===== src/rtl/ipa_pkg.sv =====
// Package: constants shared by the index pointer block and its address
// generator.
// Assumes: one clock domain; the core drives all requests synchronously.
package ipa_pkg;
	// ==========================================================
	// Widths
	localparam int ACC_W      = 8;   // Accumulator width.
	localparam int PTR_W      = 12;  // Full index pointer width.
	localparam int LOW_W      = 11;  // Address part of the pointer.
	localparam int OFF_W      = 8;   // Indexed-mode offset width.
	localparam int MM_ADDR_W  = 8;   // Memory-mapped data address width.
	localparam int DATA_W     = 8;   // Memory-mapped data width.
	localparam int HIGH_W     = 4;   // Width of the high pointer byte field.
	// ==========================================================
	// Field positions
	localparam int SEL_BIT    = 11;  // Space-select bit of the pointer.
	localparam int HIGH_MSB   = 11;  // High field spans 11..8.
	localparam int HIGH_LSB   = 8;
	localparam int LOW_MSB    = 7;   // Low field spans 7..0.
	localparam int DSPACE_W   = 8;   // Data space is 256 bytes.
	// ==========================================================
	// Memory-mapped offsets
	localparam logic [MM_ADDR_W-1:0] INDEX_POINTER_HIGH_ADDR = 8'hBE;
	localparam logic [MM_ADDR_W-1:0] INDEX_POINTER_LOW_ADDR  = 8'hBF;
	// ==========================================================
	// Reset values and space limits
	localparam logic [ACC_W-1:0]  ACC_RST      = 8'h00;
	localparam logic [PTR_W-1:0]  PTR_RST      = 12'h000;
	localparam logic [DATA_W-1:0] RDATA_IDLE   = 8'h00;
	localparam logic [PTR_W-1:0]  DATA_SPACE_LAST  = 12'h0FF;
	localparam logic [PTR_W-1:0]  PROG_SPACE_FIRST = 12'h800;
endpackage : ipa_pkg


===== src/rtl/ea_if.sv =====
// Interface: carries pointer and offset to the address generator and
// brings the effective address back.
// Assumes: purely combinational traffic inside one clock domain.
`timescale 1ns/1ps
interface ea_if;
	import ipa_pkg::*;
	logic [PTR_W-1:0] ptr;
	logic [OFF_W-1:0] offset;
	logic [PTR_W-1:0] ea;
	logic             prog_sel;
	modport core (output ptr, output offset, input ea, input prog_sel);
	modport gen  (input ptr, input offset, output ea, output prog_sel);
endinterface : ea_if


===== src/rtl/index_pointer_addressing.sv =====
// Module: accumulator and index pointer of the controller core, with
// memory-mapped pointer bytes and indexed address generation.
// Assumes: the core's execution unit issues at most one request of each
// kind per cycle, synchronous to ref_clk_i.
// Operation
// - Eight-bit accumulator holds operands and results.
// - Effective address is pointer plus unsigned offset.
// - Indexed writes never modify program space.
// - Pointer instruction loads all twelve bits.
// - Pointer bytes mapped at 0xBE and 0xBF.
// - Lower eleven bits address the selected space; data space uses only the low eight bits of the sum.
// - Bit eleven write-only, selects the space.
// - Select 0 data 0x000-0x0FF, 1 program 0x800-0xFFF.
// - Counter use changes only lower eleven bits.
// - Pointer mapped; accumulator never memory-mapped.
`timescale 1ns/1ps
module index_pointer_addressing
	import ipa_pkg::*;
(
	// Clock and reset
	input  wire logic                 ref_clk_i,
	input  wire logic                 rst_i,
	// Accumulator
	input  wire logic                 acc_we_i,
	input  wire logic [ACC_W-1:0]     acc_d_i,
	output logic      [ACC_W-1:0]     acc_q_o,
	// Pointer instructions
	input  wire logic                 ptr_load_i,
	input  wire logic [PTR_W-1:0]     ptr_d_i,
	input  wire logic                 ptr_inc_i,
	input  wire logic                 ptr_dec_i,
	output logic      [PTR_W-1:0]     ptr_q_o,
	// Memory-mapped access
	input  wire logic                 mm_re_i,
	input  wire logic                 mm_we_i,
	input  wire logic [MM_ADDR_W-1:0] mm_addr_i,
	input  wire logic [DATA_W-1:0]    mm_wdata_i,
	output logic      [DATA_W-1:0]    mm_rdata_o,
	output logic                      mm_ack_o,
	// Indexed access
	input  wire logic                 idx_req_i,
	input  wire logic                 idx_we_i,
	input  wire logic [OFF_W-1:0]     idx_off_i,
	input  wire logic [DATA_W-1:0]    idx_wdata_i,
	output logic      [PTR_W-1:0]     ea_o,
	output logic                      data_re_o,
	output logic                      data_we_o,
	output logic                      prog_re_o,
	output logic      [DATA_W-1:0]    wdata_o,
	output logic                      wr_blocked_o
);
	// ==========================================================
	// Address generator
	ea_if eif ();

	ea_gen u_ea_gen (
		.eif (eif.gen)
	);

	// ==========================================================
	// Register state
	logic [ACC_W-1:0]  acc_r,   acc_nxt;
	logic [PTR_W-1:0]  ptr_r,   ptr_nxt;
	logic [DATA_W-1:0] rdata_r, rdata_nxt;
	logic              ack_r,   ack_nxt;
	logic [PTR_W-1:0]  ea_r,    ea_nxt;
	logic              dre_r,   dre_nxt;
	logic              dwe_r,   dwe_nxt;
	logic              pre_r,   pre_nxt;
	logic [DATA_W-1:0] wd_r,    wd_nxt;
	logic              blk_r,   blk_nxt;
	logic              hit_high;
	logic              hit_low;

	// Pointer and offset feed the address generator.
	assign eif.ptr    = ptr_r;
	assign eif.offset = idx_off_i;

	// Only the two pointer bytes are claimed; the accumulator has no address.
	assign hit_high = (mm_addr_i == INDEX_POINTER_HIGH_ADDR);
	assign hit_low  = (mm_addr_i == INDEX_POINTER_LOW_ADDR);

	// Next values for accumulator, pointer, read port and indexed strobes.
	always_comb begin
		acc_nxt = acc_r;
		if (acc_we_i) begin
			acc_nxt = acc_d_i;
		end
		// Load beats a mapped write, which beats counting.
		ptr_nxt = ptr_r;
		if (ptr_load_i) begin
			ptr_nxt = ptr_d_i;
		end else if (mm_we_i && hit_high) begin
			ptr_nxt[HIGH_MSB:HIGH_LSB] =
				mm_wdata_i[HIGH_W-1:0];
		end else if (mm_we_i && hit_low) begin
			ptr_nxt[LOW_MSB:0] = mm_wdata_i;
		end else if (ptr_inc_i) begin
			ptr_nxt[LOW_W-1:0] = ptr_r[LOW_W-1:0] + 11'h001;
		end else if (ptr_dec_i) begin
			ptr_nxt[LOW_W-1:0] = ptr_r[LOW_W-1:0] - 11'h001;
		end
		// Readback hides the select bit, which software cannot read.
		rdata_nxt = RDATA_IDLE;
		ack_nxt   = 1'b0;
		if (mm_re_i && hit_high) begin
			rdata_nxt = {5'h00, ptr_r[SEL_BIT-1:HIGH_LSB]};
			ack_nxt   = 1'b1;
		end else if (mm_re_i && hit_low) begin
			rdata_nxt = ptr_r[LOW_MSB:0];
			ack_nxt   = 1'b1;
		end
		// Indexed strobes by space; program writes are dropped.
		ea_nxt  = ea_r;
		dre_nxt = 1'b0;
		dwe_nxt = 1'b0;
		pre_nxt = 1'b0;
		blk_nxt = 1'b0;
		wd_nxt  = wd_r;
		if (idx_req_i) begin
			ea_nxt = eif.ea;
			wd_nxt = idx_wdata_i;
			if (eif.prog_sel) begin
				pre_nxt = !idx_we_i;
				blk_nxt = idx_we_i;
			end else begin
				dre_nxt = !idx_we_i;
				dwe_nxt = idx_we_i;
			end
		end
	end

	// Register all state.
	always_ff @(posedge ref_clk_i) begin
		if (rst_i) begin
			acc_r   <= ACC_RST;
			ptr_r   <= PTR_RST;
			rdata_r <= RDATA_IDLE;
			ack_r   <= 1'b0;
			ea_r    <= PTR_RST;
			dre_r   <= 1'b0;
			dwe_r   <= 1'b0;
			pre_r   <= 1'b0;
			wd_r    <= RDATA_IDLE;
			blk_r   <= 1'b0;
		end else begin
			acc_r   <= acc_nxt;
			ptr_r   <= ptr_nxt;
			rdata_r <= rdata_nxt;
			ack_r   <= ack_nxt;
			ea_r    <= ea_nxt;
			dre_r   <= dre_nxt;
			dwe_r   <= dwe_nxt;
			pre_r   <= pre_nxt;
			wd_r    <= wd_nxt;
			blk_r   <= blk_nxt;
		end
	end

	// ==========================================================
	// Outputs, all straight from flip-flops
	assign acc_q_o      = acc_r;
	assign ptr_q_o      = ptr_r;
	assign mm_rdata_o   = rdata_r;
	assign mm_ack_o     = ack_r;
	assign ea_o         = ea_r;
	assign data_re_o    = dre_r;
	assign data_we_o    = dwe_r;
	assign prog_re_o    = pre_r;
	assign wdata_o      = wd_r;
	assign wr_blocked_o = blk_r;
endmodule : index_pointer_addressing


===== src/rtl/ea_gen.sv =====
// Module: effective address generator for indexed accesses.
// Assumes: the caller registers the result; this module is combinational.
`timescale 1ns/1ps
module ea_gen
	import ipa_pkg::*;
(
	// Pointer and offset in, address out
	ea_if.gen eif
);
	// ==========================================================
	// Address formation
	logic [LOW_W-1:0] sum;

	// Offset is unsigned and the sum wraps inside the address bits.
	always_comb begin
		sum = eif.ptr[LOW_W-1:0]
			+ {{(LOW_W-OFF_W){1'b0}}, eif.offset};
		eif.prog_sel = eif.ptr[SEL_BIT];
		if (eif.prog_sel) begin
			// Program space: upper half of the map.
			eif.ea = {1'b1, sum};
		end else begin
			// Data space: only the low 256 bytes exist.
			eif.ea = {{(PTR_W-DSPACE_W){1'b0}},
				sum[DSPACE_W-1:0]};
		end
	end
endmodule : ea_gen


===== config.mk =====
export PLATFORM = sky130hd
export DESIGN_NAME = index_pointer_addressing
export DESIGN_NICKNAME = d
export VERILOG_FILES = /design/src/rtl/ipa_pkg.sv /design/src/rtl/ea_if.sv /design/src/rtl/index_pointer_addressing.sv /design/src/rtl/ea_gen.sv
export SDC_FILE = /design/constraint.sdc
export NUM_CORES = 1
export LEC_CHECK = 0
export ABC_CLOCK_PERIOD_IN_PS = 2430
export BUFFER_PORTS_ARGS = -buffer_cell sky130_fd_sc_hd__buf_4
export CORE_MARGIN = 8
export CORE_UTILIZATION = 49
export DETAILED_ROUTE_END_ITERATION = 8
export GPL_ROUTABILITY_DRIVEN = 0
export PLACE_DENSITY = 0.79
export SLEW_MARGIN = 20
export SYNTH_ARGS = -nofsm -noshare
export SYNTH_HDL_FRONTEND = slang
export SYNTH_SLANG_ARGS = --single-unit

===== constraint.sdc =====
create_clock -name ref_clk_i -period 2.43 [get_ports ref_clk_i]
set_input_delay 0.3645 -clock ref_clk_i [delete_from_list [all_inputs] [get_ports ref_clk_i]]
set_output_delay 0.3645 -clock ref_clk_i [all_outputs]
set_load 0.05 [all_outputs]

# Word level (Yosys, flattened, before mapping)
# Index checks and enable logic that the tools add are counted.
word_totals:
  elab_cells: 49
  ff_bits: 53
  inputBits: 62
classes:
  reduce_logical: 13
  bitwise: 3
  eq_ne: 4
  mux: 13
  n_addsub: 3
op_table:
  columns: ["operator", "count"]
  rows:
  - ["12-bit 2-to-1 mux", 2]
  - ["11-bit 2-to-1 mux", 2]
  - ["8-bit == test (second input constant)", 2]
  - ["8-bit 2-to-1 mux", 2]
  - ["3-bit 2-to-1 mux", 4]
  - ["11-bit by 1-bit adder with 11-bit output (second input constant)", 1]
  - ["11-bit by 8-bit adder with 11-bit output", 1]
  - ["11-bit by 1-bit subtractor with 11-bit output (second input constant)", 1]
  - ["3-bit OR reduction", 3]
  - ["4-bit nonzero test", 2]
  - ["1-bit logical AND", 4]
  - ["2-bit AND reduction", 2]
  - ["1-bit 2-to-1 mux", 3]
  - ["3-bit inequality test (second input constant)", 1]
  - ["1-bit NOT", 3]
  - ["2-bit inequality test (second input constant)", 1]
  - ["2-bit nonzero test", 1]
  - ["1-bit logical NOT", 1]

# Longest topological paths before layout
# Gate-level depths: netlist (run 1).
depth:
  ltp_word: 6
  depth_mapped: 7

# Hierarchy
# A second synthesis (run 1) with hierarchy kept.
hier_totals:
  hier_cells: 327
  hier_area_um2: 2992.9
by_module_without_submodules:
  columns: ["mod", "area_each_um2", "instances", "cells_per_inst"]
  rows:
  - ["index_pointer_addressing", 2548.7, 1, 268]
  - ["ea_gen", 444.2, 1, 59]

# Worst setup path after synthesis (run 1)
# No wires, ideal clock.
synth_path:
  path_type: "reg2reg"
  start: "register ptr_r[0] (netlist: ptr_q_o[0])"
  end: "register ea_r[6] (netlist: ea_o[6])"
  required_ns: 2.367
  n_path_buf: 0
  stages_incl_launch_ff: 8
  arrival_time_ns: 2.248
  setup_time_ns: 0.063
  slack_ns: 0.119
  path_cell_list: "dfxtp_1 ha_1 fa_1 a21o_1 a21o_1 a21o_1 a2111oi_0 nand3b_1"
synth_via:
  elab_chain_cells: 2
synth_lines:
  columns: ["element", "line", "text"]
  rows:
  - ["start: declaration", "index_pointer_addressing.sv:63", "logic [PTR_W-1:0] ptr_r, ptr_nxt;"]
  - ["start signal: assignment", "index_pointer_addressing.sv:148", "ptr_r <= ptr_nxt;"]
  - ["11-bit by 8-bit adder with 11-bit output", "ea_gen.sv:17", "+ {{(LOW_W-OFF_W){1'b0}}, eif.offset};"]
  - ["12-bit 2-to-1 mux", "ea_gen.sv:19", "if (eif.prog_sel) begin"]
  - ["end signal: assignment", "index_pointer_addressing.sv:151", "ea_r <= ea_nxt;"]
  - ["end: declaration", "index_pointer_addressing.sv:66", "logic [PTR_W-1:0] ea_r, ea_nxt;"]
# No other way between the ends.
# A chain may end at the register's enable or synchronous reset.

# Worst setup path in the final report (run 1)
layout_path:
  start: "register ptr_r[1] (netlist: ptr_q_o[1])"
  end: "register ptr_r[8] (netlist: ptr_q_o[8])"
layout_via:
  elab_chain_cells: 6
  elab_cells_between_ends: 7
  cone_classes: "add/sub (2); mux (5)"
layout_lines:
  columns: ["element", "line", "text"]
  rows:
  - ["11-bit by 1-bit subtractor with 11-bit output", "index_pointer_addressing.sv:101", "ptr_nxt[LOW_W-1:0] = ptr_r[LOW_W-1:0] - 11'h001;"]
  - ["11-bit 2-to-1 mux", "index_pointer_addressing.sv:100", "end else if (ptr_dec_i) begin"]
  - ["11-bit 2-to-1 mux *", "index_pointer_addressing.sv:98", "end else if (ptr_inc_i) begin"]
  - ["3-bit 2-to-1 mux *", "index_pointer_addressing.sv:96", "end else if (mm_we_i && hit_low) begin"]
  - ["3-bit 2-to-1 mux *", "index_pointer_addressing.sv:93", "end else if (mm_we_i && hit_high) begin"]
  - ["12-bit 2-to-1 mux *", "index_pointer_addressing.sv:91", "if (ptr_load_i) begin"]
# Every way passes the cells marked *; elsewhere a longest branch is shown, timed or not. The select of a mux whose other input is x is not followed.

==> impl_metrics.json, run 1 <==
{
  "p_int_uw": 1480,
  "setup_viol": 0,
  "synth_nets": 435,
  "grt_pass1_wl_um": 14800,
  "max-cap-violations": 0,
  "endpoint_kind": "flop",
  "required_ns": 2.65,
  "syn_inst": 354,
  "async_reset_ff_frac": 0,
  "clk_pin_slew_worst_paths_ns": 0.11,
  "netlist_area_um2": 2990,
  "root_buffer": "clkbuf_8",
  "final_area_um2": 4010,
  "setup_ws_ns": 0.241,
  "hold_class": "primary input to flop",
  "dpl_cell_area_um2": 3920,
  "yosysWarnings": 0,
  "synth.distinct_cells": 58,
  "max_slew_margin": 0.611,
  "grt_antenna_before_repair": 0,
  "n_antenna_cell": 0,
  "power.density_nw_per_um2": 597,
  "fill_cells": 517,
  "synth.top_cell.area_share": 0.355,
  "grt_pass1_vias": 3079,
  "clock-skew-final_ns": 0.0102,
  "wl_um": 9330,
  "irDropWorstVdd_uv": 377,
  "track_usage": 0.206,
  "crit_buf_inv": 0,
  "netlist_top_cells_count": "dfxtp_1, nor2_1, nand2_1",
  "maxSlewViolCount": 0,
  "ctsLongestPathBuffers": 2,
  "fin_crit_sh": 0.901,
  "htreeDepth": 2,
  "crit_family": "compound AO/OA/AOI/OAI gates",
  "p_leak_uw": 0.00190,
  "grt_overflow": 0,
  "nets": 547,
  "die_h_um": 94.1,
  "ys_seq_elements": 53,
  "area_growth_pct": 34.3,
  "tns_ns": 0,
  "avgSynthCellArea_um2": 8.44,
  "fp-row-count": 28,
  "hold_violations": 0,
  "critical-path-max-stage-delay_ns": 0.45,
  "drt_iter0_drc": 155,
  "crit_chain": "fa_1 -> a21oi_1 -> o211ai_1 -> o41ai_1 -> nor4_1 -> o311a_1",
  "max_freq_ghz": 0.457,
  "wl_per_cell_um": 17.2,
  "grt_max_degree": 38,
  "hpwl_um": 7320,
  "initial_utilization": 0.505,
  "fp.dieW_um": 94.1,
  "p_sw_uw": 920,
  "vias_per_cell": 5.76,
  "pwr-share-seq": 0.415,
  "hold_slack_ns": 0.222,
  "critPathMaxFanout": 7,
  "cts_tree": "done",
  "postCtsSetupRepairBufs": 0,
  "ant_nets": 0,
  "cp-start-kind": "flop",
  "status": "complete, no violations",
  "drc": 0,
  "die_area_um2": 8860,
  "clkPwrFrac": 0.221,
  "core_um2": 5920,
  "dp.cells": 534,
  "rsz0062_at_grt": "no",
  "pin_count": 115,
  "port_buffers": 114,
  "crit_slowest_cell": "fa_1",
  "ctsResizeCount": 0,
  "swShare": 0.384,
  "power_frac_comb": 0.364,
  "synth-edff-count": 0,
  "yosysSeqAreaShare": 0.355,
  "fin_cells": 542,
  "ys.flop_type": "dfxtp_1",
  "worstPathArrival_ns": 2.41,
  "yosysMostFrequentCell": "dfxtp_1",
  "cts.sinks": 53,
  "worstMarginPinSlew_ns": 0.584,
  "dp_slack_ns": 0.00100,
  "drive_gt1_frac": 0.291,
  "ys_top_cells_by_area": "dfxtp_1, mux2i_1, ha_1, nor2_1, o21ai_0",
  "route.vias.total": 3120,
  "synth_top_area_cell": "dfxtp_1",
  "drtPass1Iterations": 4,
  "clk_latency_ns": 0.31,
  "crit_type": "flop to flop",
  "cts-hold-fix-buffers": 0,
  "fin_crit_ns": 2.19,
  "cts-buffers-inserted": 5
}
routing by layer:
layer / track usage / vias up / part of all wire
li1: - / 1533 / -
met5: 0 / - / 0
met3: 0.0624 / 18 / 0.089
met1: 0.244 / 1455 / 0.42
met2: 0.347 / 114 / 0.47
met4: 0.0661 / 0 / 0.018
power groups by stage:
| stage | Clock (µW) | Sequential, µW | Combinational [µW] |
|---|---|---|---|
| after detailed placement | 0 | 1010 | 863 |
| after CTS | 532 | 993 | 868 |
| after floorplan | 0 | 1190 | 394 |
| final | 530 | 995 | 871 |
| after global routing | 560 | 1000 | 941 |
| after global placement | 0 | 1010 | 850 |
path summary, 6_finish.rpt:
kind	from	to	slack, ns	cells after the start
max reg2reg	ptr_q_o[1]$_SDFFE_PP0P_	ptr_q_o[8]$_SDFFE_PP0P_	0.24	6
max	ptr_q_o[1]$_SDFFE_PP0P_	ptr_q_o[8]$_SDFFE_PP0P_	0.24	6
min	idx_we_i	prog_re_o$_SDFF_PP0_	0.22	2
min reg2reg	ea_o[9]$_SDFFE_PP0P_	ea_o[9]$_SDFFE_PP0P_	0.50	2
worst reg2reg max path: cells and delay by family (launching register included):
family,cells,cell delay (ns)
fa+ha+maj,1,0.45
compound gates,4,1.14
simple gates,1,0.08
flops,1,0.43
placed cells by master, fill, tap and decap left out, types with 3 or more instances in the layout:
cell      count
nor3_1        8
nor3b_1       3
ha_1         17
a31oi_1       3
nand3_1      19
dfxtp_1      53
o21a_1        3
nand2_1      25
and3_1        7
o211ai_1      9
o21ai_0      20
mux2i_1      24
a21o_1        9
a211oi_1      4
xnor2_1       4
nor4_1        4
clkbuf_8      5
buf_4       121
and4_1        3
a21oi_1      15
or3_1         4
inv_1        12
nor2_1       45
nand4_1       3
o22ai_1       3
logic make-up after synthesis:
family          after synthesis  share of synthesized area
mux                          25                     0.0841
buf+inv                      29                     0.0389
fa+ha+maj                    19                     0.0846
compound gates               89                      0.202
simple gates                133                      0.218
flops                        53                      0.355
xor+xnor                      6                     0.0176
through the flow:
step                      utilization  power (µW)
after floorplan                     -        1580
after global routing            0.678        2500
after detailed placement        0.663        1880
final                           0.678        2400
after CTS                       0.678        2390
after global placement          0.663        1860
registers in the layout, indices dropped and copies added, names as in the netlist, 8 cells and up:
name	cells
ptr_q_o	12
ea_o	12
mm_rdata_o	8
wdata_o	8
acc_q_o	8
final cells by class:
class                   instances  area (µm²)  share of cell area
clock buffers                   5        68.8              0.0171
clock inverters                 3        21.3             0.00530
inverters                      13        48.8              0.0122
multi-input cells             272        1810               0.451
flip-flops and latches         53        1060               0.264
well taps                      75        93.8              0.0234
repair buffers                121         908               0.226
Note: power is estimated with default switching activity, not from simulation.
==> run 2: changes to the inputs <==
Settings changed: REMOVE_ABC_BUFFERS set to 1.
==> run 2 against run 1 <==
Die area unchanged. Wire length up 2.5%. Combinational power up 1%. Setup slack worse by 0.080 ns. Via count up 0.67%. Count of clock-buffer cells in the layout up 1. Non-clock buffer count up 2. Sequential power down 0.8%. Fmax down 3.5%. Largest cell class unchanged.
==> impl_metrics.json, run 2 (synthesis results as in run 1) <==
{
  "die_h_um": 94.1,
  "worstMarginPinSlew_ns": 0.668,
  "p_leak_uw": 0.00192,
  "max-cap-violations": 0,
  "ctsResizeCount": 0,
  "maxSlewViolCount": 0,
  "drive_gt1_frac": 0.292,
  "power.density_nw_per_um2": 612,
  "tns_ns": 0,
  "max_slew_margin": 0.554,
  "crit_type": "flop to flop",
  "nets": 549,
  "final_area_um2": 4050,
  "vias_per_cell": 5.77,
  "route.vias.total": 3141,
  "fp-row-count": 28,
  "rsz0062_at_grt": "no",
  "setup_ws_ns": 0.161,
  "cts_tree": "done",
  "irDropWorstVdd_uv": 389,
  "drt_iter0_drc": 251,
  "htreeDepth": 2,
  "hold_class": "primary input to flop",
  "cts-hold-fix-buffers": 0,
  "fp.dieW_um": 94.1,
  "clock-skew-final_ns": 0.00527,
  "wl_per_cell_um": 17.6,
  "drtPass1Iterations": 5,
  "final_common_cell": "buf_4",
  "root_buffer": "clkbuf_8",
  "endpoint_kind": "flop",
  "required_ns": 2.64,
  "cp-start-kind": "flop",
  "core_um2": 5920,
  "track_usage": 0.208,
  "grt_max_degree": 38,
  "crit_family": "compound AO/OA/AOI/OAI gates",
  "cts-buffers-inserted": 5,
  "critical-path-max-stage-delay_ns": 0.44,
  "die_area_um2": 8860,
  "pin_count": 115,
  "cts.sinks": 53,
  "hold_violations": 0,
  "clk_pin_slew_worst_paths_ns": 0.10,
  "crit_slowest_cell": "fa_1",
  "max_freq_ghz": 0.441,
  "p_total_uw": 2480,
  "drc": 0,
  "crit_buf_inv": 1,
  "grt_pass1_wl_um": 14800,
  "fin_crit_sh": 0.934,
  "clk_latency_ns": 0.31,
  "ant_nets": 0,
  "grt_overflow": 0,
  "crit_chain": "buf_4 -> fa_1 -> a21oi_1 -> o211ai_1 -> o41ai_1 -> nor4_1 -> o311a_1",
  "dpl_cell_area_um2": 3940,
  "grt_antenna_before_repair": 0,
  "critPathMaxFanout": 7,
  "n_antenna_cell": 0,
  "grt_pass1_vias": 3033,
  "ctsLongestPathBuffers": 2,
  "status": "complete, no violations",
  "setup_viol": 0,
  "fin_crit_ns": 2.27,
  "initial_utilization": 0.505,
  "hpwl_um": 7610,
  "port_buffers": 114,
  "dp_slack_ns": -0.0156,
  "wl_um": 9560,
  "postCtsSetupRepairBufs": 0,
  "area_growth_pct": 35.5,
  "layout_common_cells": "buf_4, dfxtp_1, nor2_1",
  "worstPathArrival_ns": 2.48
}
## run 2: metrics by stage
step                hold WS, ns  std cells   util
finish                    0.227        544  0.684
global route              0.226        544  0.684
CTS                       0.224        544  0.684
detailed placement        0.458        536  0.665
global placement          0.459        536  0.665
floorplan                 0.433        338      -
## run 2: routing by layer
| layer | GRT usage | routed length [µm] |
|---|---|---|
| met1 | 0.253 | 3970 |
| met4 | 0.0621 | 138 |
| met5 | 0 | 0 |
| met3 | 0.0360 | 783 |
| met2 | 0.362 | 4670 |
## run 2: worst reg2reg max path, delay by kind of cell (launching register included)
kind,cells,cell delay [ns]
fa+ha+maj,1,0.44
compound gates,4,1.14
buf+inv,1,0.17
simple gates,1,0.08
flops,1,0.33
## run 2: path summary, 6_finish.rpt
kind                      startpoint                      end  slack, ns  cells after the start
min reg2reg    ea_o[11]$_SDFFE_PP0P_    ea_o[11]$_SDFFE_PP0P_       0.47                      2
min                         idx_we_i     prog_re_o$_SDFF_PP0_       0.23                      2
max          ptr_q_o[0]$_SDFFE_PP0P_  ptr_q_o[8]$_SDFFE_PP0P_       0.16                      7
max reg2reg  ptr_q_o[0]$_SDFFE_PP0P_  ptr_q_o[8]$_SDFFE_PP0P_       0.16                      7
## run 2: area by class of cell
| cell class | instances | area, µm² |
|---|---|---|
| Clock buffer | 6 | 72.6 |
| Clock inverter | 2 | 38.8 |
| Fill cell | 490 | 1870 |
| Inverter | 13 | 48.8 |
| Multi-Input combinational cell | 272 | 1810 |
| Sequential cell | 53 | 1060 |
| Tap cell | 75 | 93.8 |
| Timing Repair Buffer | 123 | 923 |
## run 2: power breakdown
group	total, µW	internal, µW	switching (µW)	leakage [µW]
logic	883	347	536	0.00143
clock network	610	310	300	0.0000554
registers	987	927	60.4	0.000436
total	2480	1580	896	0.00192
